`src/verilog/cwr_pkg.sv`:
```
// Constants and types for configuration word decode and reset control
package cwr_pkg;
  // Core clock
  localparam int unsigned CLK_HZ    = 250_000_000;
  localparam int unsigned CLK_NS    = 4;
  // Power-up delay: 64 ms, cycle count rounded down
  localparam int unsigned PUD_MS    = 64;
  localparam int unsigned PUD_CYC   = PUD_MS * (CLK_HZ / 1000);
  localparam int unsigned PUD_W     = 24;
  // Reset pin glitch filter: least width, cycle count rounded up
  localparam int unsigned FILT_NS   = 100;
  localparam int unsigned FILT_CYC  = (FILT_NS + CLK_NS - 1) / CLK_NS;
  localparam int unsigned FILT_W    = 5;
  // Oscillator settle: rising edges of the crystal clock
  localparam int unsigned STL_EDGES = 1024;
  localparam int unsigned STL_W     = 11;
  // Configuration word place and layout
  localparam int unsigned CFG_W     = 14;
  localparam logic [13:0] CFG_ADDR  = 14'h2007;
  localparam logic [13:0] CFG_BLANK = 14'h3FFF;
  localparam logic [13:0] RD_IDLE   = 14'h0000;
  localparam int unsigned CFG_RSV_HI    = 13;
  localparam int unsigned CFG_RSV_LO    = 12;
  localparam int unsigned CFG_CM_BIT    = 11;
  localparam int unsigned CFG_SWO_BIT   = 10;
  localparam int unsigned CFG_SD_HI     = 9;
  localparam int unsigned CFG_SD_LO     = 8;
  localparam int unsigned CFG_DPROT_BIT = 7;
  localparam int unsigned CFG_PPROT_BIT = 6;
  localparam int unsigned CFG_XPIN_BIT  = 5;
  localparam int unsigned CFG_PUD_BIT   = 4;
  localparam int unsigned CFG_WDT_BIT   = 3;
  localparam int unsigned CFG_OSC_HI    = 2;
  localparam int unsigned CFG_OSC_LO    = 0;

  // Oscillator select codes
  typedef enum logic [2:0] {
    OSC_LPXTAL = 3'h0,
    OSC_XTAL   = 3'h1,
    OSC_HSXTAL = 3'h2,
    OSC_EXTCLK = 3'h3,
    OSC_INTIO  = 3'h4,
    OSC_INT    = 3'h5,
    OSC_RC_IO  = 3'h6,
    OSC_RC     = 3'h7
  } cwr_osc_e;

  // Supply-drop mode codes
  typedef enum logic [1:0] {
    SD_OFF  = 2'h0,
    SD_SOFT = 2'h1,
    SD_WAKE = 2'h2,
    SD_ON   = 2'h3
  } cwr_sd_e;

  // Reset sequencer states, Gray along hold, delay, settle, run
  typedef enum logic [1:0] {
    FSM_HOLD = 2'h0,
    FSM_PUD  = 2'h1,
    FSM_STL  = 2'h3,
    FSM_RUN  = 2'h2
  } cwr_fsm_e;
endpackage

```
`src/verilog/cwr_reset_ctrl.sv`:
```
// Configuration word decode and internal reset sequencer
// Summary of operation
// - Power-up delay 64 ms, on power-up and supply-drop reset
// - Settle timer holds reset until crystal stable
// - Supply-drop reset may use power-up delay
// - Leave sleep on reset, watchdog, interrupt
// - Programmed bit reads 0, blank reads 1
// - Word at 2007h, read only in programming
// - Bit 11 enables clock monitor
// - Bit 10 enables oscillator switchover
// - Bits 9-8 pick supply-drop reset mode
// - Bit 7 low protects data memory
// - Bit 6 low protects program memory
// - Bit 5 picks reset pin or input
// - Bit 4 high disables power-up delay
// - Bit 3 enables watchdog
// - Bits 2-0 pick one of eight oscillators
// - Supply-drop enable leaves delay bit alone
// - Unprotecting erases the protected memory
// - Pin reset stops internal and RC oscillator
// - Registers reset except on watchdog wake
// - Unaffected registers keep value through resets
// - Watchdog reset never drives the pin
// - Reset pin ignores short pulses
// - Weak pull-up when pin is reset
// - Settle timer starts after power-up delay
// - Supply drop during delay restarts it
`timescale 1ns/10ps
module cwr_reset_ctrl #(
  parameter int unsigned P_PUD_CYC = cwr_pkg::PUD_CYC
) (
  input  wire logic                      i_core_clk,
  input  wire logic                      i_rst,
  input  wire logic [cwr_pkg::CFG_W-1:0] i_cfg_word,
  input  wire logic                      i_prog_mode,
  input  wire logic [cwr_pkg::CFG_W-1:0] i_prog_addr,
  input  wire logic                      i_xrst_pin_n,
  input  wire logic                      i_supply_low,
  input  wire logic                      i_osc_pin,
  input  wire logic                      i_soft_sd_en,
  input  wire logic                      i_sleep,
  input  wire logic                      i_wdt_timeout,
  input  wire logic                      i_irq_wake,
  output logic [cwr_pkg::CFG_W-1:0]      o_prog_rdata,
  output logic                           o_core_rst,
  output logic                           o_reg_rst,
  output logic                           o_wake,
  output logic                           o_wdt_en,
  output logic                           o_cm_en,
  output logic                           o_swo_en,
  output logic                           o_dprot,
  output logic                           o_pprot,
  output logic                           o_dmem_erase,
  output logic                           o_pmem_erase,
  output logic [2:0]                     o_osc_mode,
  output logic                           o_osc_stop,
  output logic                           o_xrst_pu_en,
  output logic                           o_pin_din
);
  import cwr_pkg::*;

  localparam logic [PUD_W-1:0]  PUD_LAST  = PUD_W'(P_PUD_CYC - 1);
  localparam logic [STL_W-1:0]  STL_LAST  = STL_W'(STL_EDGES - 1);
  localparam logic [FILT_W-1:0] FILT_LAST = FILT_W'(FILT_CYC);

  typedef struct packed {
    cwr_fsm_e           fsm;
    logic               pwr_evt;
    logic [PUD_W-1:0]   pud_cnt;
    logic [STL_W-1:0]   stl_cnt;
    logic               xp1;
    logic               xp2;
    logic [FILT_W-1:0]  filt_cnt;
    logic               xflt;
    logic               sd1;
    logic               sd2;
    logic               os1;
    logic               os2;
    logic               os3;
    logic [CFG_W-1:0]   cfg_prev;
    logic [CFG_W-1:0]   rdata;
    logic               wake;
    logic               derase;
    logic               perase;
  } cwr_state_s;

  localparam cwr_state_s ST_RESET = '{
    fsm: FSM_HOLD, pwr_evt: 1'b1, pud_cnt: '0, stl_cnt: '0,
    xp1: 1'b1, xp2: 1'b1, filt_cnt: '0, xflt: 1'b0,
    sd1: 1'b0, sd2: 1'b0, os1: 1'b0, os2: 1'b0, os3: 1'b0,
    cfg_prev: CFG_BLANK, rdata: RD_IDLE, wake: 1'b0,
    derase: 1'b0, perase: 1'b0};

  cwr_state_s st_ff;
  cwr_state_s nxt_st;
  cwr_osc_e   osc_sel;
  cwr_sd_e    sd_mode;
  logic       xpin_sel;
  logic       pud_dis;
  logic       xtal;
  logic       sd_en;
  logic       xrst_act;
  logic       wdt_hit;
  logic       wdt_rst;
  logic       sd_rst;
  logic       src_any;
  logic       osc_rise;

  // Field decode; a programmed bit is 0, a blank bit is 1
  // active-low programming sense
  assign osc_sel  = cwr_osc_e'(i_cfg_word[CFG_OSC_HI:CFG_OSC_LO]);
  assign sd_mode  = cwr_sd_e'(i_cfg_word[CFG_SD_HI:CFG_SD_LO]);
  assign xpin_sel = i_cfg_word[CFG_XPIN_BIT];
  assign pud_dis  = i_cfg_word[CFG_PUD_BIT];
  assign xtal     = (osc_sel == OSC_LPXTAL) || (osc_sel == OSC_XTAL) || (osc_sel == OSC_HSXTAL);

  // Supply-drop enable per mode
  // mode field decode
  always_comb begin
    unique case (sd_mode)
      SD_ON:   sd_en = 1'b1;
      SD_WAKE: sd_en = !i_sleep;
      SD_SOFT: sd_en = i_soft_sd_en;
      SD_OFF:  sd_en = 1'b0;
    endcase
  end

  // Reset sources
  // pin reset only when selected
  assign xrst_act = xpin_sel && st_ff.xflt;
  assign wdt_hit  = i_wdt_timeout && i_cfg_word[CFG_WDT_BIT];
  // watchdog in sleep wakes, not resets
  assign wdt_rst  = wdt_hit && !i_sleep;
  assign sd_rst   = sd_en && st_ff.sd2;
  assign src_any  = xrst_act || wdt_rst || sd_rst;
  assign osc_rise = st_ff.os2 && !st_ff.os3;

  // Next state of the whole block
  always_comb begin
    nxt_st     = st_ff;
    nxt_st.xp1 = i_xrst_pin_n;
    nxt_st.xp2 = st_ff.xp1;
    nxt_st.sd1 = i_supply_low;
    nxt_st.sd2 = st_ff.sd1;
    nxt_st.os1 = i_osc_pin;
    nxt_st.os2 = st_ff.os1;
    nxt_st.os3 = st_ff.os2;
    if (st_ff.xp2) begin
      nxt_st.filt_cnt = '0;
      nxt_st.xflt     = 1'b0;
    end else if (st_ff.filt_cnt == FILT_LAST) begin
      nxt_st.xflt     = 1'b1;
    end else begin
      nxt_st.filt_cnt = st_ff.filt_cnt + 1'b1;
    end
    // Sequencer
    unique case (st_ff.fsm)
      FSM_HOLD: begin
        nxt_st.pud_cnt = '0;
        nxt_st.stl_cnt = '0;
        // delay follows only its own bit
        if (!src_any) begin
          if (st_ff.pwr_evt && !pud_dis) begin
            nxt_st.fsm = FSM_PUD;
          end else if (st_ff.pwr_evt && xtal) begin
            nxt_st.fsm = FSM_STL;
          end else begin
            nxt_st.fsm = FSM_RUN;
          end
        end
      end
      FSM_PUD: begin
        if (src_any) begin
          nxt_st.fsm = FSM_HOLD;
        end else if (st_ff.pud_cnt == PUD_LAST) begin
          nxt_st.fsm = xtal ? FSM_STL : FSM_RUN;
        end else begin
          nxt_st.pud_cnt = st_ff.pud_cnt + 1'b1;
        end
      end
      FSM_STL: begin
        if (src_any) begin
          nxt_st.fsm = FSM_HOLD;
        end else if (osc_rise) begin
          if (st_ff.stl_cnt == STL_LAST) begin
            nxt_st.fsm = FSM_RUN;
          end else begin
            nxt_st.stl_cnt = st_ff.stl_cnt + 1'b1;
          end
        end
      end
      FSM_RUN: begin
        if (src_any) begin
          nxt_st.fsm = FSM_HOLD;
        end
      end
    endcase
    // delay armed on power-up; and on supply drop, set wins
    if (nxt_st.fsm == FSM_RUN) begin
      nxt_st.pwr_evt = 1'b0;
    end
    if (sd_rst) begin
      nxt_st.pwr_evt = 1'b1;
    end
    nxt_st.wake = i_sleep && (xrst_act || wdt_hit || i_irq_wake);
    // word visible only in programming mode
    if (i_prog_mode && (i_prog_addr == CFG_ADDR)) begin
      nxt_st.rdata = i_cfg_word;
    end else begin
      nxt_st.rdata = RD_IDLE;
    end
    // erase on protect to unprotect change
    nxt_st.cfg_prev = i_cfg_word;
    nxt_st.derase = i_prog_mode && !st_ff.cfg_prev[CFG_DPROT_BIT]
                    && i_cfg_word[CFG_DPROT_BIT];
    nxt_st.perase = i_prog_mode && !st_ff.cfg_prev[CFG_PPROT_BIT]
                    && i_cfg_word[CFG_PPROT_BIT];
  end

  // State register
  always_ff @(posedge i_core_clk or posedge i_rst) begin
    if (i_rst) begin
      st_ff <= ST_RESET;
    end else begin
      st_ff <= nxt_st;
    end
  end

  assign o_core_rst   = (st_ff.fsm != FSM_RUN);
  // register reset; unaffected registers left off this line
  assign o_reg_rst    = o_core_rst;
  assign o_wake       = st_ff.wake;
  assign o_prog_rdata = st_ff.rdata;
  assign o_dmem_erase = st_ff.derase;
  assign o_pmem_erase = st_ff.perase;
  assign o_cm_en      = i_cfg_word[CFG_CM_BIT];
  assign o_swo_en     = i_cfg_word[CFG_SWO_BIT];
  assign o_wdt_en     = i_cfg_word[CFG_WDT_BIT];
  assign o_dprot      = !i_cfg_word[CFG_DPROT_BIT];
  assign o_pprot      = !i_cfg_word[CFG_PPROT_BIT];
  assign o_osc_mode   = osc_sel;
  assign o_osc_stop   = xrst_act && i_cfg_word[CFG_OSC_HI];
  // pull-up; pin is input only, never driven
  assign o_xrst_pu_en = xpin_sel;
  assign o_pin_din    = !xpin_sel && st_ff.xp2;
endmodule

```
`config.mk`:
```
export PLATFORM = sky130hd
export DESIGN_NAME = cwr_reset_ctrl
export DESIGN_NICKNAME = d
export VERILOG_FILES = /design/src/verilog/cwr_pkg.sv /design/src/verilog/cwr_reset_ctrl.sv
export SDC_FILE = /design/constraint.sdc
export NUM_CORES = 1
export LEC_CHECK = 0
export BUFFER_PORTS_ARGS = -buffer_cell sky130_fd_sc_hd__buf_2
export CAP_MARGIN = 20
export CORE_ASPECT_RATIO = 1.25
export CORE_MARGIN = 3
export CORE_UTILIZATION = 45
export CTS_CLUSTER_DIAMETER = 60
export DETAILED_ROUTE_END_ITERATION = 10
export GPL_TIMING_DRIVEN = 0
export MAX_ROUTING_LAYER = met4
export PLACE_DENSITY = 0.7
export REMOVE_ABC_BUFFERS = 1
export SYNTH_ARGS = -nofsm -noshare
export SYNTH_HDL_FRONTEND = slang
export SYNTH_SLANG_ARGS = --single-unit
```
`constraint.sdc`:
```
create_clock -name i_core_clk -period 2.1 [get_ports i_core_clk]
set_input_delay 0.42 -clock i_core_clk [delete_from_list [all_inputs] [get_ports i_core_clk]]
set_output_delay 0.42 -clock i_core_clk [all_outputs]
set_load 0.02 [all_outputs]
```
### Word-level counts from Yosys, hierarchy flattened

Index checks and enable logic that the tools add are counted.

| operators by class | value |
|---|---|
| shifts and indexed selects | 0 |
| order comparisons | 0 |
| muxes and demuxes | 25 |
| bitwise operators | 0 |
| reductions and logical operators | 38 |
| $mul | 0 |
| add/subtract/negate cells | 3 |
| equal/unequal tests | 20 |
| div/mod/pow operators | 0 |

Operators by type and width:

| kind | number |
|---|---|
| 24-bit two-way mux | 2 |
| 24-bit one-hot mux with 2 select lines | 1 |
| 11-bit two-way mux | 3 |
| 24-bit by 1-bit adder with 24-bit output, second input constant | 1 |
| 24-bit equality test, second input constant | 1 |
| 11-bit one-hot mux with 2 select lines | 1 |
| 2-bit two-way mux | 8 |
| 1-bit logical AND | 15 |
| 14-bit equality test, second input constant | 1 |
| 14-bit two-way mux | 1 |
| 2-bit != test, second input constant | 7 |
| 11-bit by 1-bit adder with 11-bit output, second input constant | 1 |
| 11-bit by 10-bit equality test with 1-bit output, second input constant | 1 |
| 2-bit equality test, second input constant | 5 |
| 1-bit logical NOT | 8 |
| 2-bit one-hot mux with 4 select lines | 1 |
| 2-bit nonzero test | 4 |
| 1-bit logical OR | 6 |
| 6-bit two-way mux | 1 |
| 5-bit by 1-bit adder with 5-bit output, second input constant | 1 |
| 5-bit equality test, second input constant | 1 |
| 1-bit two-way mux | 5 |
| 5-bit two-way mux | 1 |
| 2-bit by 1-bit equality test with 1-bit output, second input constant | 2 |
| other kinds (7) | 8 |

| word-level totals | value |
|---|---|
| output and inout port bits | 30 |
| memory bits (writable) | 0 |
| bits in latches | 0 |
| memories kept | 0 |
| register bits | 76 |
| bits in read-only memories | 0 |
| input port bits | 38 |

### Depth between registers and ports, before layout

Gate-level depths: netlist of run 1.

| depth | value |
|---|---|
| depth in word-level cells | 11 |
| gate-level depth with buffers | 9 |
| mapped depth without buffers | 6 |

### Worst setup path after synthesis of run 1

OpenSTA, ideal clock, no wires.

| path | value |
|---|---|
| path kind | input to register |
| start point | input port i_cfg_word[9] (netlist bit) |
| end point | register st_ff[53] (netlist bit) |
| path slack | 0.049 ns |
| library setup time | 0.078 ns |
| data arrival time | 1.973 ns |
| cell stages on the path | 5 |
| buffers on the path | 0 |
| cell sequence | o21a_1 > o21a_1 > or4_4 > or4_1 > a21oi_1 |

| between the ends | value |
|---|---|
| longest elaborated chain between the ends | 6 |
| elaborated cells between the ends (all ways) | 9 |
| classes of those cells | eq/ne: 4; mux: 1; reduce/logical: 4 |

RTL lines:

| what | line | RTL |
|---|---|---|
| start: declaration | cwr_reset_ctrl.sv:34 | `input wire logic [cwr_pkg::CFG_W-1:0] i_cfg_word,` |
| 2-bit by 1-bit equality test with 1-bit output (tied with other cells) | cwr_reset_ctrl.sv:120 | `unique case (sd_mode)` |
| 1-bit one-hot mux with 4 select lines * | cwr_reset_ctrl.sv:120 |  |
| 1-bit logical AND * | cwr_reset_ctrl.sv:134 | `assign sd_rst = sd_en && st_ff.sd2;` |
| 1-bit logical OR * | cwr_reset_ctrl.sv:135 | `assign src_any = xrst_act \|\| wdt_rst \|\| sd_rst;` |
| 2-bit != test (no line) * | - |  |
| 4-bit AND reduction (no line) * | - |  |
| end signal: assignment | cwr_reset_ctrl.sv:225 | `st_ff <= nxt_st;` |
| end: declaration | cwr_reset_ctrl.sv:94 | `cwr_state_s st_ff;` |

Every way passes the cells marked *; elsewhere a longest branch is shown, timed or not.
A chain may end at the register's enable or synchronous reset.

### Final worst setup path of run 1

| path | value |
|---|---|
| start point | register st_ff[50] (netlist bit) |
| end point | register st_ff[53] (netlist bit) |

| between the ends | value |
|---|---|
| longest elaborated chain between the ends | 5 |
| elaborated cells between the ends (all ways) | 8 |
| classes of those cells | add/sub: 1; eq/ne: 2; mux: 4; reduce/logical: 1 |

RTL lines:

| what | line | RTL |
|---|---|---|
| 11-bit by 1-bit adder with 11-bit output | cwr_reset_ctrl.sv:188 | `nxt_st.stl_cnt = st_ff.stl_cnt + 1'b1;` |
| 11-bit two-way mux | cwr_reset_ctrl.sv:185 | `if (st_ff.stl_cnt == STL_LAST) begin` |
| 11-bit two-way mux | cwr_reset_ctrl.sv:184 | `end else if (osc_rise) begin` |
| 11-bit two-way mux | cwr_reset_ctrl.sv:182 | `if (src_any) begin` |
| 11-bit one-hot mux with 2 select lines | cwr_reset_ctrl.sv:157 | `unique case (st_ff.fsm)` |

Several ways; a longest one is shown, not always the timed one. The select of a mux whose other input is x is not followed.

==> results of run 1 <==
[synthesized netlist by cell type (6+ instances only)]
| library cell | instances |
|---|---|
| a31oi_1 | 9 |
| and2_1 | 14 |
| and4_1 | 6 |
| nor2_1 | 30 |
| dfrtp_1 | 65 |
| o31ai_1 | 7 |
| inv_1 | 8 |
| a41o_1 | 8 |
| nor3_1 | 8 |
| nand3_1 | 16 |
| a21oi_1 | 16 |
| buf_4 | 22 |
| clkbuf_1 | 10 |
| o21ai_0 | 10 |
| nand2_1 | 51 |
| nand4_1 | 6 |
| or4_1 | 8 |
[critical path, cell delays in order (launching register included)]
cell     delay [ns]
dfrtp_1        0.42
and4_1         0.24
and4b_1        0.19
or4_4          0.47
or4_4          0.53
a21oi_2        0.12
[routing by layer]
layer | part of all wire, % | routed length [microns]
met1 | 41 | 3480
met2 | 52 | 4410
met3 | 5.4 | 461
met4 | 1.9 | 159
met5 | 0 | 0
[logic make-up (layout without fill, tap and decap cells)]
logic type	count (synthesis)	after routing	share of synthesized area, %
buf+inv	45	113	7.11
xor+xnor	4	4	0.958
compound gates	77	77	15.0
fa+ha+maj	4	4	1.37
mux	3	3	0.821
flops	70	70	48.1
simple gates	178	179	26.7
[final cells by class]
| class | instances | area [sq um] |
|---|---|---|
| timing repair buffer | 88 | 490 |
| tap | 95 | 119 |
| fill | 712 | 3410 |
| sequential | 70 | 1770 |
| clock inverter | 5 | 83.8 |
| clock buffer | 11 | 141 |
| inverter | 9 | 40.0 |
| multi-input combinational | 267 | 1780 |
[path summary, 6_finish.rpt]
check / from / to / slack [ns] / cells after the start
setup / recovery: st_ff[50] / st_ff[53] / 0.06 / 5
hold / removal: i_xrst_pin_n / nxt_st[42] / 0.16 / 1
setup reg to reg: st_ff[50] / st_ff[53] / 0.06 / 5
hold reg to reg: nxt_st[42] / st_ff[42] / 0.36 / 0
max in group asynchronous: i_rst / st_ff[81] / 1.24 / 2
min in group asynchronous: i_rst / o_prog_rdata[4] / 0.25 / 2
[state kept, by name, indices dropped and copies added (netlist names)]
register,flops
o_wake,1
st_ff,49
nxt_st,4
o_pmem_erase,1
o_dmem_erase,1
o_prog_rdata,14
[repair_timing]
item                                    in CTS  in global routing
endpoints found under the setup margin      30                 34
cloned                                       0                  1
resized for setup                           14                 31
buffers inserted                             7                 13
pin swaps                                    4                  9
[power by group through the flow]
stage | combinational (mW) | sequential (mW) | clock [mW]
6_report | 0.500 | 1.48 | 1.21
4_1_cts | 0.434 | 1.48 | 1.24
5_1_grt | 0.556 | 1.49 | 1.30
2_1_floorplan | 0.252 | 1.48 | 0
3_3_place_gp | 0.401 | 1.51 | 0
3_5_place_dp | 0.414 | 1.51 | 0
[per-stage QoR]
stage	instance area (sq um)	TNS, ns
after CTS	4210	-0.0385
after detailed placement	3900	-5.24
after global routing	4420	-0.0577
final	4420	0
after floorplan	3430	-5.32
after global placement	3890	-71.77
==> metrics.txt, run 1 <==
Post-synth EDFFs=0; sw frac=28.7%; most frequent cells in the layout=buf_2, dfrtp_1, nand2_1, nor2_1, buf_4; total power=3.19 mW; Tmin final=2.04 ns; maximum VDD drop=484 uV; H-tree depth=3; clock power share=37.9%; hold_buf cts=0; Startpoint Class=flip-flop; Comb pwr share=15.7%; WHS=0.161 ns; CP required=2.38 ns; CTS clk-pin slew, worst paths=0.07 ns; Die H=107 microns; outcome=finished, final reports clean; vias in the first global route=2948; GRT Util Overall=18.9%; GR Util met2=31.9%; asr flop ratio synth=100%; Setup CP Type=flip-flop to flip-flop; first-pass GRT wire length=13500 microns; die area=9250 sq um; final worst path period share=97.3%; aggregate global routing overflow=0; core footprint=7840 sq um; CP arrival=2.32 ns; RSZ-0062 raised after global routing=true; commonest non-fill, non-tap cell in the layout=buf_2; GR Util met3=4.00%; total I/O pin count=68; Hold Crit Class=primary input to flip-flop; DRC=0; antenna cell count=0; Slew Limit Headroom=31.0%; layout overhead on the synthesized area=20.9%; #FFs+latches synth=70; RD Place Congestion=0.778; final worst setup slack=0.0571 ns; Gate Count Post-Synth=381; Yosys top cell by area=dfrtp_1; Fmax=490 MHz; antenna violations before repair=0; Crit. End Element=flip-flop; Pins Over Slew Limit=0; DP HPWL=5490 microns; Seq/Total Area, Yosys=48.1%; post-DR wirelength/cell=15.6 microns; Final ANT Viol Nets=0; Synth Flop Type=dfrtp_1; clk_lat worst skew=0.35 ns; Clock Skews=0.00640 ns; DP Worst Slack=-0.359 ns; Max FO, Critical Path=7; Util after Layout=56.4%; cells taking the most area after synthesis=dfrtp_1, nand2_1, buf_4, dfstp_2, nor2_1; Max Cap Violations=0; largest net degree at the start of global routing=71; Clock Root Buffer=clkbuf_8; CTS tree=yes; clock sink count=70; drt total wl=8500 microns; Post-Syn Area=3660 sq um; Final Non-Filler Cells=545; # port buffers=67; number of detailed-route iterations in the first pass=4; cell row count=36; nets@finish=487; Synth top area share=44.5%; yosys warns=0; Slew @ Worst Pin=1.03 ns; Int Pwr=2.27 mW; DR iter-0 viols=141; sequential group share of total power=46.4%; final setup fails=0; GR Layer Usage met1=21.3%; cts bufs inserted=9; final count of hold timing violations=0; Syn Area/Cell=9.60 sq um; Max Buffers Root-to-Sink=2; count of cell types in the netlist=54; PD cells=720 nW/um^2; # placed instances=508; initial core utilization=46.7%; Net Switching=914 uW; GRT Max-Usage Layer=met2; Die W=86.6 microns; vias per cell=5.77; leakage dissipation=2.06 nW; layout cells sized above 1=34.2%; via count=3142
Note: power is estimated with default switching activity, not from simulation.
==> run 2: changes to the inputs <==
--- a/config.mk
+++ b/config.mk
@@ -14,7 +14,7 @@
 export DETAILED_ROUTE_END_ITERATION = 10
 export GPL_TIMING_DRIVEN = 0
 export MAX_ROUTING_LAYER = met4
-export PLACE_DENSITY = 0.7
+export PLACE_DENSITY = 0.68
 export REMOVE_ABC_BUFFERS = 1
 export SYNTH_ARGS = -nofsm -noshare
 export SYNTH_HDL_FRONTEND = slang
==> constraint.sdc (replaced) <==
create_clock -name i_core_clk -period 2.5 [get_ports i_core_clk]
set_input_delay 0.125 -clock i_core_clk [delete_from_list [all_inputs] [get_ports i_core_clk]]
set_output_delay 0.125 -clock i_core_clk [all_outputs]
set_load 0.02 [all_outputs]
==> metrics.txt, run 2 (synthesized netlist as in run 1, its figures left out) <==
DRC=0 (unchanged); Max FO, Critical Path=15 (+8); Clock Root Buffer=clkbuf_8; RD Place Congestion=0.809 (+4.0%); CP required=2.77 ns (+0.39 ns); antenna cell count=0 (unchanged); final count of hold timing violations=0 (unchanged); total I/O pin count=68 (unchanged); leakage dissipation=2.01 nW (-2.6%); R2R setup slack=0.11 ns (+0.06 ns); most frequent cells in the layout=buf_2, dfrtp_1, nand2_1, nor2_1; final worst path period share=95.4% (-1.9 points); Fmax=419 MHz (-14%); clock sink count=70 (unchanged); final setup fails=0 (unchanged); CTS clk-pin slew, worst paths=0.08 ns (about the same); cell row count=36 (unchanged); Slowest Stage Delay on Critical Path=0.55 ns (+0.02 ns); post-DR wirelength/cell=15.3 microns (-1.9%); Max Buffers Root-to-Sink=2 (unchanged); Hold Crit Class=primary input to flip-flop; cts bufs inserted=9 (unchanged); Util after Layout=54.3% (-2.1 points); Die H=107 microns (unchanged); Slowest-stage cell, CP=o2111a_1; critical-path cell list=ha_1 -> and4_1 -> nand4_1 -> o2111a_1 -> or3b_2 -> a21oi_1; commonest non-fill, non-tap cell in the layout=buf_2; largest register by flop count=st_ff; nets@finish=482 (-1.0%); vias per cell=5.63 (-2.4%); DR iter-0 viols=212 (+50%); PD cells=598 nW/um^2 (-17%); WHS=0.0224 ns (-0.138 ns); max FFs per register=49 (unchanged); Setup CP Type=flip-flop to flip-flop; number of detailed-route iterations in the first pass=4 (unchanged); H-tree depth=3 (unchanged); outcome=finished, final reports clean; first-pass GRT wire length=13800 microns (+2.0%); initial core utilization=46.7% (unchanged); # port buffers=67 (unchanged); Final ANT Viol Nets=0 (unchanged); via count=3038 (-3.3%); DP HPWL=5600 microns (+2.0%); GRT Util Overall=19.4% (+0.49 points); layout cells sized above 1=22.7% (-12 points); Pins Over Slew Limit=0 (unchanged); layout overhead on the synthesized area=16.4%; Tmin final=2.39 ns (+0.342 ns); Slew Limit Headroom=37.6% (+6.6 points); vias in the first global route=2913 (-1.2%); core footprint=7840 sq um (unchanged); Multi-input gate area=1640 sq um (-7.6%); largest net degree at the start of global routing=71 (unchanged); Fillers=730 (+2.5%); RSZ-0062 raised after global routing=false; clk_lat worst skew=0.35 ns (about the same); Die W=86.6 microns (unchanged); Startpoint Class=flip-flop; Clock Skews=0.00905 ns (+0.00265 ns); Crit. End Element=flip-flop; postcts setup bufs=0 (-7); maximum VDD drop=293 uV (-39%); drt total wl=8270 microns (-2.8%); die area=9250 sq um (unchanged); Max Cap Violations=0 (unchanged); CP arrival=2.66 ns (+0.34 ns); aggregate global routing overflow=0 (unchanged); Sequential Area=1760 sq um (-0.71%); antenna violations before repair=0 (unchanged); Slew @ Worst Pin=0.935 ns (-0.0989 ns); CTS tree=yes
run 2: critical path: cells and delay by family, from the launching register on:
| kind | cells | cell delay, ns |
|---|---|---|
| DFF | 1 | 0.43 |
| and+or+nand+nor | 3 | 0.91 |
| AOI/OAI and AO/OA | 2 | 0.70 |
| adders and majority gates | 1 | 0.26 |
run 2: routing by layer:
metal	up-vias	GRT usage [%]	wire length (microns)
li1	1505	-	-
met2	81	32.7	4080
met3	18	3.38	370
met5	-	-	0
met1	1434	22.9	3630
met4	0	7.80	184
run 2: worst paths after layout:
| check | from | end | cells after the start |
|---|---|---|---|
| max | st_ff[55] | st_ff[63] | 6 |
| min | i_cfg_word[2] | o_prog_rdata[2] | 2 |
| max reg2reg | st_ff[55] | st_ff[63] | 6 |
| min reg2reg | nxt_st[32] | nxt_st[31] | 0 |
| max in group asynchronous | i_rst | st_ff[81] | 3 |
| min in group asynchronous | i_rst | o_dmem_erase | 3 |
run 2: layout make-up:
class                   count  share of cell area, %
inverters                   9                  0.852
multi-input cells         266                   38.6
clock inverters             5                   1.41
flip-flops and latches     70                   41.3
repair buffers             84                   11.8
well taps                  95                   2.79
clock buffers              11                   3.32
run 2: timing repair:
item                       CTS  global route
hold endpoints to repair    80             0
resized for setup            0             1
hold buffers                16             0
setup endpoints to repair    0             3
run 2: where the power goes:
group | internal (mW) | switching (mW) | leakage, nW
clock network | 0.488 | 0.446 | 0.0878
logic | 0.121 | 0.241 | 0.982
registers | 1.17 | 0.0784 | 0.940
run 2: stage by stage:
stage | TNS [ns] | power [mW] | setup slack (ns) | instance area [sq um] | instances
6_report | 0 | 2.55 | 0.115 | 4260 | 540
3_5_place_dp | 0 | 1.61 | 0.0516 | 3900 | 508
4_1_cts | 0 | 2.56 | 0.0542 | 4260 | 540
3_3_place_gp | -17.67 | 1.60 | -0.276 | 3890 | 507
5_1_grt | 0 | 2.67 | 0.0136 | 4260 | 540
2_1_floorplan | 0 | 1.46 | 0.422 | 3430 | 345
